## config.mk

```make
export PLATFORM = sky130hd
export DESIGN_NAME = udpot_core
export DESIGN_NICKNAME = d
export VERILOG_FILES = /design/src/shared/udpot_pkg.sv /design/src/rtl/udpot_core.sv /design/src/rtl/udpot_sync.sv /design/src/rtl/udpot_select.sv
export SDC_FILE = /design/constraint.sdc
export NUM_CORES = 1
export LEC_CHECK = 0
export ABC_AREA = 1
export BUFFER_PORTS_ARGS = -buffer_cell sky130_fd_sc_hd__buf_4
export CAP_MARGIN = 0
export CORE_UTILIZATION = 65
export DETAILED_ROUTE_END_ITERATION = 10
export PLACE_DENSITY_LB_ADDON = 0.08
export REMOVE_ABC_BUFFERS = 1
export SLEW_MARGIN = 20
export SYNTH_ARGS = -nofsm -noshare
export SYNTH_HDL_FRONTEND = slang
export SYNTH_SLANG_ARGS = --single-unit
```

## constraint.sdc

```tcl
create_clock -name core_clk -period 7.41 [get_ports core_clk]
set_clock_uncertainty 0.15 [all_clocks]
set_input_delay 0.741 -clock core_clk [delete_from_list [all_inputs] [get_ports core_clk]]
set_output_delay 0.741 -clock core_clk [all_outputs]
set_load 0.02 [all_outputs]
```

## src/shared/udpot_pkg.sv

```systemverilog
// constants and types for the up/down speed reference potentiometer
package udpot_pkg;
    // ======================================================================
    // register map (word addresses of the plain register port)
    localparam logic [3:0] ADDR_CTRL     = 4'h0;
    localparam logic [3:0] ADDR_MINSPD   = 4'h1;
    localparam logic [3:0] ADDR_MAXSPD   = 4'h2;
    localparam logic [3:0] ADDR_ACCSTEP  = 4'h3;
    localparam logic [3:0] ADDR_DECSTEP  = 4'h4;
    localparam logic [3:0] ADDR_FUNCLO   = 4'h5;
    localparam logic [3:0] ADDR_FUNCHI   = 4'h6;
    localparam logic [3:0] ADDR_SPEEDREF = 4'h7;
    localparam logic [3:0] ADDR_STATE    = 4'h8;
    localparam logic [3:0] ADDR_IRQSTAT  = 4'h9;
    localparam logic [3:0] ADDR_IRQMASK  = 4'hA;
    // ======================================================================
    // field positions and codes
    localparam int          CTRL_RUN_BIT    = 0;
    localparam int          CTRL_BACKUP_BIT = 1;
    localparam int          CTRL_SRC_LSB    = 4;
    localparam int          FUNC_W          = 8;
    localparam int          NUM_INPUTS      = 8;
    localparam int          SPEED_W         = 16;
    localparam logic [7:0]  FUNC_RAISE      = 8'h14;  // code 20
    localparam logic [7:0]  FUNC_LOWER      = 8'h15;  // code 21
    localparam logic [3:0]  SRC_EMBEDDED    = 4'h7;   // code 7
    localparam logic [3:0]  STATE_STOPPED   = 4'h3;
    localparam logic [3:0]  STATE_RUNNING   = 4'h4;
    localparam logic [3:0]  STATE_BLOCKED   = 4'h1;
    // ======================================================================
    // reset values
    localparam logic [15:0] RST_MINSPD      = 16'h0000;
    localparam logic [15:0] RST_MAXSPD      = 16'h4650;  // 18000 rpm
    localparam logic [15:0] RST_ACCSTEP     = 16'h0001;
    localparam logic [15:0] RST_DECSTEP     = 16'h0001;
    localparam logic [15:0] RST_SPEED       = 16'h0000;
    localparam logic [31:0] RST_CTRL        = 32'h0000_0002;  // backup on
    localparam logic [31:0] RST_FUNC        = 32'h0000_0000;
    localparam logic [15:0] ZERO_SPEED      = 16'h0000;
    // ======================================================================
    // ramp tick: one step per millisecond at 10 MHz
    localparam int          CLK_HZ          = 10_000_000;
    localparam int          RAMP_TICK_US    = 1000;
    localparam int          RAMP_TICK_CYC   = CLK_HZ / 1_000_000 * RAMP_TICK_US;
    // interrupt bits
    localparam int          IRQ_RAISE_BIT   = 0;
    localparam int          IRQ_LOWER_BIT   = 1;
    localparam int          IRQ_ZERO_BIT    = 2;
    localparam int          IRQ_W           = 3;

    typedef enum logic [1:0] {
        UDPOT_IDLE = 2'b00,
        UDPOT_UP   = 2'b01,
        UDPOT_DOWN = 2'b11
    } udpot_dir_e;
endpackage

```

## src/rtl/udpot_core.sv

```systemverilog
// up/down speed reference potentiometer core with register port
// ==========================================================================
`timescale 1ns/1ns
module udpot_core
    import udpot_pkg::*;
#(
    parameter int TICK_CYC = RAMP_TICK_CYC
) (
    // clock and reset
    input  wire logic                  core_clk,
    input  wire logic                  rst_n,
    // register port
    input  wire logic [3:0]            regAddr,
    input  wire logic [31:0]           regWrData,
    input  wire logic                  regWr,
    input  wire logic                  regRd,
    output logic      [31:0]           regRdData_ff,
    // drive side
    input  wire logic [udpot_pkg::NUM_INPUTS-1:0] cmdInPin,
    input  wire logic                  driveEnPin,
    output logic      [udpot_pkg::SPEED_W-1:0]    speedRef_ff,
    output logic                       refValid_ff,
    output logic                       raiseAlarm_ff,
    output logic                       lowerAlarm_ff,
    output logic                       irq_ff
);
    // ======================================================================
    // configuration registers
    logic [31:0]         ctrl_ff;
    logic [15:0]         minSpd_ff, maxSpd_ff, accStep_ff, decStep_ff;
    logic [31:0]         funcLo_ff, funcHi_ff;
    logic [IRQ_W-1:0]    irqStat_ff, irqMask_ff;
    logic [3:0]          appState;
    logic                prevEn_ff;
    logic [23:0]         tick_ff;
    logic                tick;
    logic [NUM_INPUTS:0] syncVec;
    logic                raiseFound, lowerFound, raiseLvl, lowerLvl;
    logic                raiseCmd, lowerCmd, enabled, running, bothCmd;
    logic [16:0]         upSum;
    logic [16:0]         downDiff;
    udpot_dir_e          dir;

    // pins cross into the core clock
    udpot_sync #(.WIDTH(NUM_INPUTS + 1)) u_sync (
        .core_clk (core_clk),
        .rst_n    (rst_n),
        .asyncIn  ({driveEnPin, cmdInPin}),
        .syncOut  (syncVec)
    );

    udpot_select #(.NUM(NUM_INPUTS), .FW(FUNC_W)) u_raise (
        .funcSel  ({funcHi_ff, funcLo_ff}),
        .funcCode (FUNC_RAISE),
        .levels   (syncVec[NUM_INPUTS-1:0]),
        .found    (raiseFound),
        .level    (raiseLvl)
    );

    udpot_select #(.NUM(NUM_INPUTS), .FW(FUNC_W)) u_lower (
        .funcSel  ({funcHi_ff, funcLo_ff}),
        .funcCode (FUNC_LOWER),
        .levels   (syncVec[NUM_INPUTS-1:0]),
        .found    (lowerFound),
        .level    (lowerLvl)
    );

    // command decode; lower is asserted at the low level
    always_comb begin
        raiseCmd = raiseFound && raiseLvl;
        lowerCmd = lowerFound && !lowerLvl;
        enabled  = syncVec[NUM_INPUTS];
        bothCmd  = raiseCmd && lowerCmd;
        running  = ctrl_ff[CTRL_RUN_BIT] && raiseFound && lowerFound;
        if (!running || !enabled) begin
            dir = UDPOT_IDLE;
        end else if (lowerCmd) begin
            dir = UDPOT_DOWN;
        end else if (raiseCmd) begin
            dir = UDPOT_UP;
        end else begin
            dir = UDPOT_IDLE;
        end
        upSum    = {1'b0, speedRef_ff} + {1'b0, accStep_ff};
        downDiff = {1'b0, speedRef_ff} - {1'b0, decStep_ff};
    end

    // application state word
    always_comb begin
        if (!raiseFound || !lowerFound) begin
            appState = STATE_BLOCKED;
        end else if (ctrl_ff[CTRL_RUN_BIT]) begin
            appState = STATE_RUNNING;
        end else begin
            appState = STATE_STOPPED;
        end
    end

    // ramp tick divider; ramp rates are steps per tick
    assign tick = (tick_ff == 24'(TICK_CYC - 1));
    always_ff @(posedge core_clk) begin
        if (!rst_n || tick) begin
            tick_ff <= '0;
        end else begin
            tick_ff <= tick_ff + 24'h00_0001;
        end
    end

    // ======================================================================
    // speed reference
    always_ff @(posedge core_clk) begin
        if (!rst_n) begin
            speedRef_ff <= RST_SPEED;
            prevEn_ff   <= 1'b0;
        end else begin
            prevEn_ff <= enabled;
            if (!enabled && bothCmd && running) begin
                speedRef_ff <= ZERO_SPEED;
            end else if (enabled && !prevEn_ff && !ctrl_ff[CTRL_BACKUP_BIT]) begin
                speedRef_ff <= minSpd_ff;
            end else if (tick && dir == UDPOT_UP) begin
                if (upSum >= {1'b0, maxSpd_ff}) begin
                    speedRef_ff <= maxSpd_ff;
                end else begin
                    speedRef_ff <= upSum[15:0];
                end
            end else if (tick && dir == UDPOT_DOWN) begin
                if (downDiff[16] || downDiff[15:0] <= minSpd_ff) begin
                    speedRef_ff <= minSpd_ff;
                end else begin
                    speedRef_ff <= downDiff[15:0];
                end
            end
        end
    end

    // reference valid only with the embedded source selected
    always_ff @(posedge core_clk) begin
        if (!rst_n) begin
            refValid_ff   <= 1'b0;
            raiseAlarm_ff <= 1'b0;
            lowerAlarm_ff <= 1'b0;
        end else begin
            refValid_ff   <= running && ctrl_ff[CTRL_SRC_LSB +: 4] == SRC_EMBEDDED;
            raiseAlarm_ff <= !raiseFound;
            lowerAlarm_ff <= !lowerFound;
        end
    end

    // ======================================================================
    // register writes
    always_ff @(posedge core_clk) begin
        if (!rst_n) begin
            ctrl_ff    <= RST_CTRL;
            minSpd_ff  <= RST_MINSPD;
            maxSpd_ff  <= RST_MAXSPD;
            accStep_ff <= RST_ACCSTEP;
            decStep_ff <= RST_DECSTEP;
            funcLo_ff  <= RST_FUNC;
            funcHi_ff  <= RST_FUNC;
            irqMask_ff <= '0;
        end else if (regWr) begin
            if (regAddr == ADDR_CTRL) begin
                ctrl_ff <= regWrData;
            end else if (regAddr == ADDR_MINSPD) begin
                minSpd_ff <= regWrData[15:0];
            end else if (regAddr == ADDR_MAXSPD) begin
                maxSpd_ff <= regWrData[15:0];
            end else if (regAddr == ADDR_ACCSTEP) begin
                accStep_ff <= regWrData[15:0];
            end else if (regAddr == ADDR_DECSTEP) begin
                decStep_ff <= regWrData[15:0];
            end else if (regAddr == ADDR_FUNCLO) begin
                funcLo_ff <= regWrData;
            end else if (regAddr == ADDR_FUNCHI) begin
                funcHi_ff <= regWrData;
            end else if (regAddr == ADDR_IRQMASK) begin
                irqMask_ff <= regWrData[IRQ_W-1:0];
            end
        end
    end

    // sticky events; a new event wins over the clear-on-read
    always_ff @(posedge core_clk) begin
        if (!rst_n) begin
            irqStat_ff <= '0;
        end else begin
            irqStat_ff <= ((regRd && regAddr == ADDR_IRQSTAT) ? '0 : irqStat_ff)
                        | {(!enabled && bothCmd && running), !lowerFound, !raiseFound};
        end
    end

    always_ff @(posedge core_clk) begin
        if (!rst_n) begin
            irq_ff <= 1'b0;
        end else begin
            irq_ff <= |(irqStat_ff & irqMask_ff);
        end
    end

    // read data one cycle after the strobe, zero elsewhere
    always_ff @(posedge core_clk) begin
        if (!rst_n || !regRd) begin
            regRdData_ff <= '0;
        end else if (regAddr == ADDR_CTRL) begin
            regRdData_ff <= ctrl_ff;
        end else if (regAddr == ADDR_MINSPD) begin
            regRdData_ff <= {16'h0000, minSpd_ff};
        end else if (regAddr == ADDR_MAXSPD) begin
            regRdData_ff <= {16'h0000, maxSpd_ff};
        end else if (regAddr == ADDR_ACCSTEP) begin
            regRdData_ff <= {16'h0000, accStep_ff};
        end else if (regAddr == ADDR_DECSTEP) begin
            regRdData_ff <= {16'h0000, decStep_ff};
        end else if (regAddr == ADDR_FUNCLO) begin
            regRdData_ff <= funcLo_ff;
        end else if (regAddr == ADDR_FUNCHI) begin
            regRdData_ff <= funcHi_ff;
        end else if (regAddr == ADDR_SPEEDREF) begin
            regRdData_ff <= {16'h0000, speedRef_ff};
        end else if (regAddr == ADDR_STATE) begin
            regRdData_ff <= {28'h000_0000, appState};
        end else if (regAddr == ADDR_IRQSTAT) begin
            regRdData_ff <= {29'h0000_0000, irqStat_ff};
        end else if (regAddr == ADDR_IRQMASK) begin
            regRdData_ff <= {29'h0000_0000, irqMask_ff};
        end else begin
            regRdData_ff <= '0;
        end
    end
endmodule

```

## src/rtl/udpot_sync.sv

```systemverilog
// two-stage synchroniser for the isolated command inputs
`timescale 1ns/1ns
module udpot_sync #(
    parameter int WIDTH = 8
) (
    // clock and reset
    input  wire logic             core_clk,
    input  wire logic             rst_n,
    // data
    input  wire logic [WIDTH-1:0] asyncIn,
    output logic      [WIDTH-1:0] syncOut
);
    logic [WIDTH-1:0] meta_ff;

    // first stage feeds only the second
    always_ff @(posedge core_clk) begin
        if (!rst_n) begin
            meta_ff <= '0;
            syncOut <= '0;
        end else begin
            meta_ff <= asyncIn;
            syncOut <= meta_ff;
        end
    end
endmodule

```

## src/rtl/udpot_select.sv

```systemverilog
// picks the highest-priority input carrying a given function code
`timescale 1ns/1ns
module udpot_select #(
    parameter int NUM = 8,
    parameter int FW  = 8
) (
    // configuration
    input  wire logic [NUM*FW-1:0] funcSel,
    input  wire logic [FW-1:0]     funcCode,
    // inputs and result
    input  wire logic [NUM-1:0]    levels,
    output logic                   found,
    output logic                   level
);
    logic [NUM-1:0] hit;

    // per-input compare
    genvar gi;
    generate
        for (gi = 0; gi < NUM; gi++) begin : g_cmp
            assign hit[gi] = (funcSel[gi*FW +: FW] == funcCode);
        end
    endgenerate

    // input zero wins: scan from the top so the lowest index is last
    always_comb begin
        found = 1'b0;
        level = 1'b0;
        for (int i = NUM - 1; i >= 0; i--) begin
            if (hit[i]) begin
                found = 1'b1;
                level = levels[i];
            end
        end
    end
endmodule

```

==> impl_metrics.yaml <==
outcome:
  status: "complete, no violations"
die:
  dieArea_mm2: 0.0219
  rows: 52
  fp.dieH_um: 148
  ios: 101
  die_w_um: 148
  initial_core_util_pct: 67.3
  core-area_mm2: 0.0206
power:
  p_comb_share_pct: 8.2
  p_sw_w: 0.000761
  pwr-share-seq_pct: 48.0
  intPower_w: 0.00225
  power.density_mw_per_mm2: 194
  ir_drop_mv: 0.191
  pwr-share-clk_pct: 43.8
  power.leakage_nw: 6.99
  power.share.switching_pct: 25.3
setup_path:
  path_class: "reg2reg"
  rr_endpoint: "speedRef_ff[3]"
  ff2ff_setup_slack_ns: 3.00
  critical_path_required_ns: 7.72
  r2r_cells: 21
  cp-start-kind: "register"
  cp_cell_sequence: "ha_1 -> a21oi_1 -> nand2_1 -> nand2_1 -> nand3_1 -> nand2_1 -> a31oi_1 -> xor2_1 -> ha_1 -> nand2_1 -> nor4_1 -> nand2_1 -> nand2_1 -> nand3_2 -> inv_2 -> nand2_1 -> o21ai_0 -> o21ai_0 -> nand3_1 -> nand2_1 -> a21oi_1"
  slowest_delay_ns: 0.53
  crit_fanout: 18
  cp_top_family: "simple AND/OR/NAND/NOR gates"
  r2r_start: "speedRef_ff[3]"
  slowest_stage: "dfxtp_1"
  path_common_cell: "nand2_1"
  crit_buf_inv: 1
  arrival_ns: 4.72
  crit_path_end_kind: "register"
sta:
  fmax_ghz: 0.227
  fin_crit_sh_pct: 59.6
  slew_headroom_pct: 21.0
  hold_viol: 0
  layout_min_cycle_time_ns: 4.41
  setup_tns_ns: 0
  grt_setup_unrepaired: "false"
  worst_slew_pin_slew_ns: 1.18
  setup_viol: 0
  slew_viol_final: 0
clocking:
  clock_latency_ns: 0.54
  ctsResizeCount: 0
  htreeDepth: 1
  cts_setup_buffers: 0
  hold_buffers: 0
  clkTransAtPathRegs_ns: 0.07
  cts_tree: "yes"
  numCtsBuffers: 27
  clockBufferDepth: 3
  cts_sinks: 261
  root_buffer: "clkbuf_16"
detailed_routing:
  ant_nets: 0
  drcViolationCount: 0
  routed_wl_um: 43600
  vias: 14046
  routed_via_density: 6.04
  first_pass_iters: 6
  wl_per_cell_um: 18.7
  drt-initial-drc-count: 1465
global_route:
  grt_overflow: 0
  grt_use_total_pct: 39.6
  grt_max_degree: 94
  grt_pass1_vias: 13045
  grt_pass1_wl_um: 68200
  antenna_found_initial: 0
worst_hold_path:
  hp-class: "in2reg"
  worstHoldEndpoint: "u_sync.meta_ff[4]"
  whs_path_depth: 3
  min_from: "cmdInPin[4]"
place:
  dp_hpwl_um: 30800
  io_buffers: 100
  routabilityCongestion: 1.03
logic_synthesis:
  synth_area_mm2: 0.0138
  avgSynthCellArea_um2: 7.01
  synth_cell_types: 49
  yosysSeqAreaShare_pct: 37.8
  synthCells: 1974
  yosysWarnings: 0
  synth_seq_cells: 261
finish:
  nFillCells: 1588
  n_antenna_cell: 0
  utilization_pct: 75.6
  syn_to_final_growth_pct: 12.4
  fin_nets: 2153
  drive_above_1_share_pct: 10.6
  multiInputGateArea_mm2: 0.00708
  mostFrequentLayoutCell: "nand2_1"
  layout_common_cells: "nand2_1, inv_1, dfxtp_1, a21oi_1, o21ai_0"
  ff_latch_area_mm2: 0.00523
run:
  maxCapViolCount: 0
power groups by stage:
stage / Combinational, W / Clock (W) / Sequential, W
3_3_place_gp: 0.000230 / 0 / 0.00148
3_5_place_dp: 0.000235 / 0 / 0.00148
4_1_cts: 0.000238 / 0.00131 / 0.00145
6_report: 0.000246 / 0.00132 / 0.00145
2_1_floorplan: 0.000134 / 0 / 0.00148
5_1_grt: 0.000268 / 0.00137 / 0.00145
cell type report:
| cell class | count | share of cell area, % |
|---|---|---|
| Clock buffer | 38 | 4.80 |
| Timing Repair Buffer | 112 | 5.41 |
| Inverter | 325 | 7.84 |
| Clock inverter | 11 | 0.620 |
| Sequential cell | 261 | 33.6 |
| Multi-Input combinational cell | 1310 | 45.6 |
| Tap cell | 270 | 2.17 |
how the worst max path moves through the flow:
stage / endpoint / slack (ns) / startpoint / cells after the start
after floorplan: funcLo_ff[0] / 3.51 / regAddr[2] / 7
after global placement: speedRef_ff[3] / 3.30 / speedRef_ff[0] / 23
after detailed placement: speedRef_ff[3] / 3.15 / speedRef_ff[0] / 24
after CTS: speedRef_ff[3] / 3.11 / speedRef_ff[0] / 24
after global routing: speedRef_ff[3] / 2.63 / speedRef_ff[4] / 22
final: speedRef_ff[3] / 3.00 / speedRef_ff[3] / 21
worst register-to-register path: stages (launching register included):
cell     delay, ns
dfxtp_1       0.53
ha_1          0.37
a21oi_1       0.20
nand2_1       0.18
nand2_1       0.10
nand3_1       0.17
nand2_1       0.10
a31oi_1       0.09
xor2_1        0.18
ha_1          0.30
nand2_1       0.06
nor4_1        0.36
nand2_1       0.13
nand2_1       0.09
nand3_2       0.31
inv_2         0.43
nand2_1       0.08
o21ai_0       0.08
o21ai_0       0.10
nand3_1       0.11
nand2_1       0.08
a21oi_1       0.14
state kept, by name (all words and copies together) (netlist names), 3 cells and up:
| register | count |
|---|---|
| accStep_ff | 16 |
| tick_ff | 24 |
| decStep_ff | 16 |
| speedRef_ff | 16 |
| u_sync.meta_ff | 9 |
| ctrl_ff | 32 |
| regRdData_ff | 32 |
| irqStat_ff | 3 |
| irqMask_ff | 3 |
| funcHi_ff | 32 |
| minSpd_ff | 16 |
| u_sync.syncOut | 9 |
| maxSpd_ff | 16 |
| funcLo_ff | 32 |
stage by stage:
| stage | total power, W | hold slack, ns | setup WS [ns] | area, µm² | cells |
|---|---|---|---|---|---|
| global placement | 0.00171 | 0.251 | 3.30 | 14700 | 2278 |
| global route | 0.00309 | 0.259 | 2.63 | 15600 | 2327 |
| finish | 0.00301 | 0.240 | 3.00 | 15600 | 2327 |
| CTS | 0.00300 | 0.231 | 3.11 | 15600 | 2327 |
| detailed placement | 0.00171 | 0.261 | 3.15 | 14700 | 2278 |
| floorplan | 0.00161 | 0.240 | 3.51 | 13500 | 1896 |
layer usage:
metal	GRT usage (%)	up-vias	wire length, µm
li1	-	6620	-
met4	17.1	0	2030
met5	0	-	0
met1	51.6	6523	17500
met2	65.8	755	20000
met3	5.09	148	4050
logic make-up (layout without fill, tap and decap cells):
logic type                 Yosys count  count (layout)  share of synthesized area, %
and+or+nand+nor                    682             682                          21.5
AOI/OAI and AO/OA                  532             532                          21.6
buffers and inverters              403             486                          11.1
DFF                                261             261                          37.8
adders and majority gates           67              67                          6.17
xor gates and xnor gates            29              29                          1.84
cells in the mapped netlist, drive strengths merged:
master / number / share of area (%)
o22ai: 9 / 0.41
nor4: 6 / 0.27
fa: 2 / 0.29
o21bai: 6 / 0.33
xor2: 24 / 1.5
buf: 12 / 0.46
o21a: 4 / 0.22
a2111oi: 1 / 0.063
o221ai: 23 / 1.5
o31ai: 1 / 0.054
nor3: 36 / 1.7
nand2: 368 / 10
o31a: 1 / 0.063
clkinv: 1 / 0.027
a221oi: 5 / 0.32
ha: 65 / 5.9
nand3: 78 / 3.0
a21o: 6 / 0.33
o211ai: 28 / 1.9
o21ai: 203 / 7.3
nor3b: 9 / 0.52
clkbuf: 66 / 1.8
a211oi: 1 / 0.054
a41oi: 1 / 0.12
inv: 324 / 8.8
a31oi: 5 / 0.23
a21boi: 1 / 0.054
a21oi: 232 / 8.4
dfxtp: 261 / 38
nand4: 24 / 1.1
nor2: 158 / 4.6
o2111ai: 4 / 0.25
a31o: 1 / 0.063
nand3b: 2 / 0.11
or2: 1 / 0.045
xnor2: 5 / 0.32
Note: power is estimated with default switching activity, not from simulation.
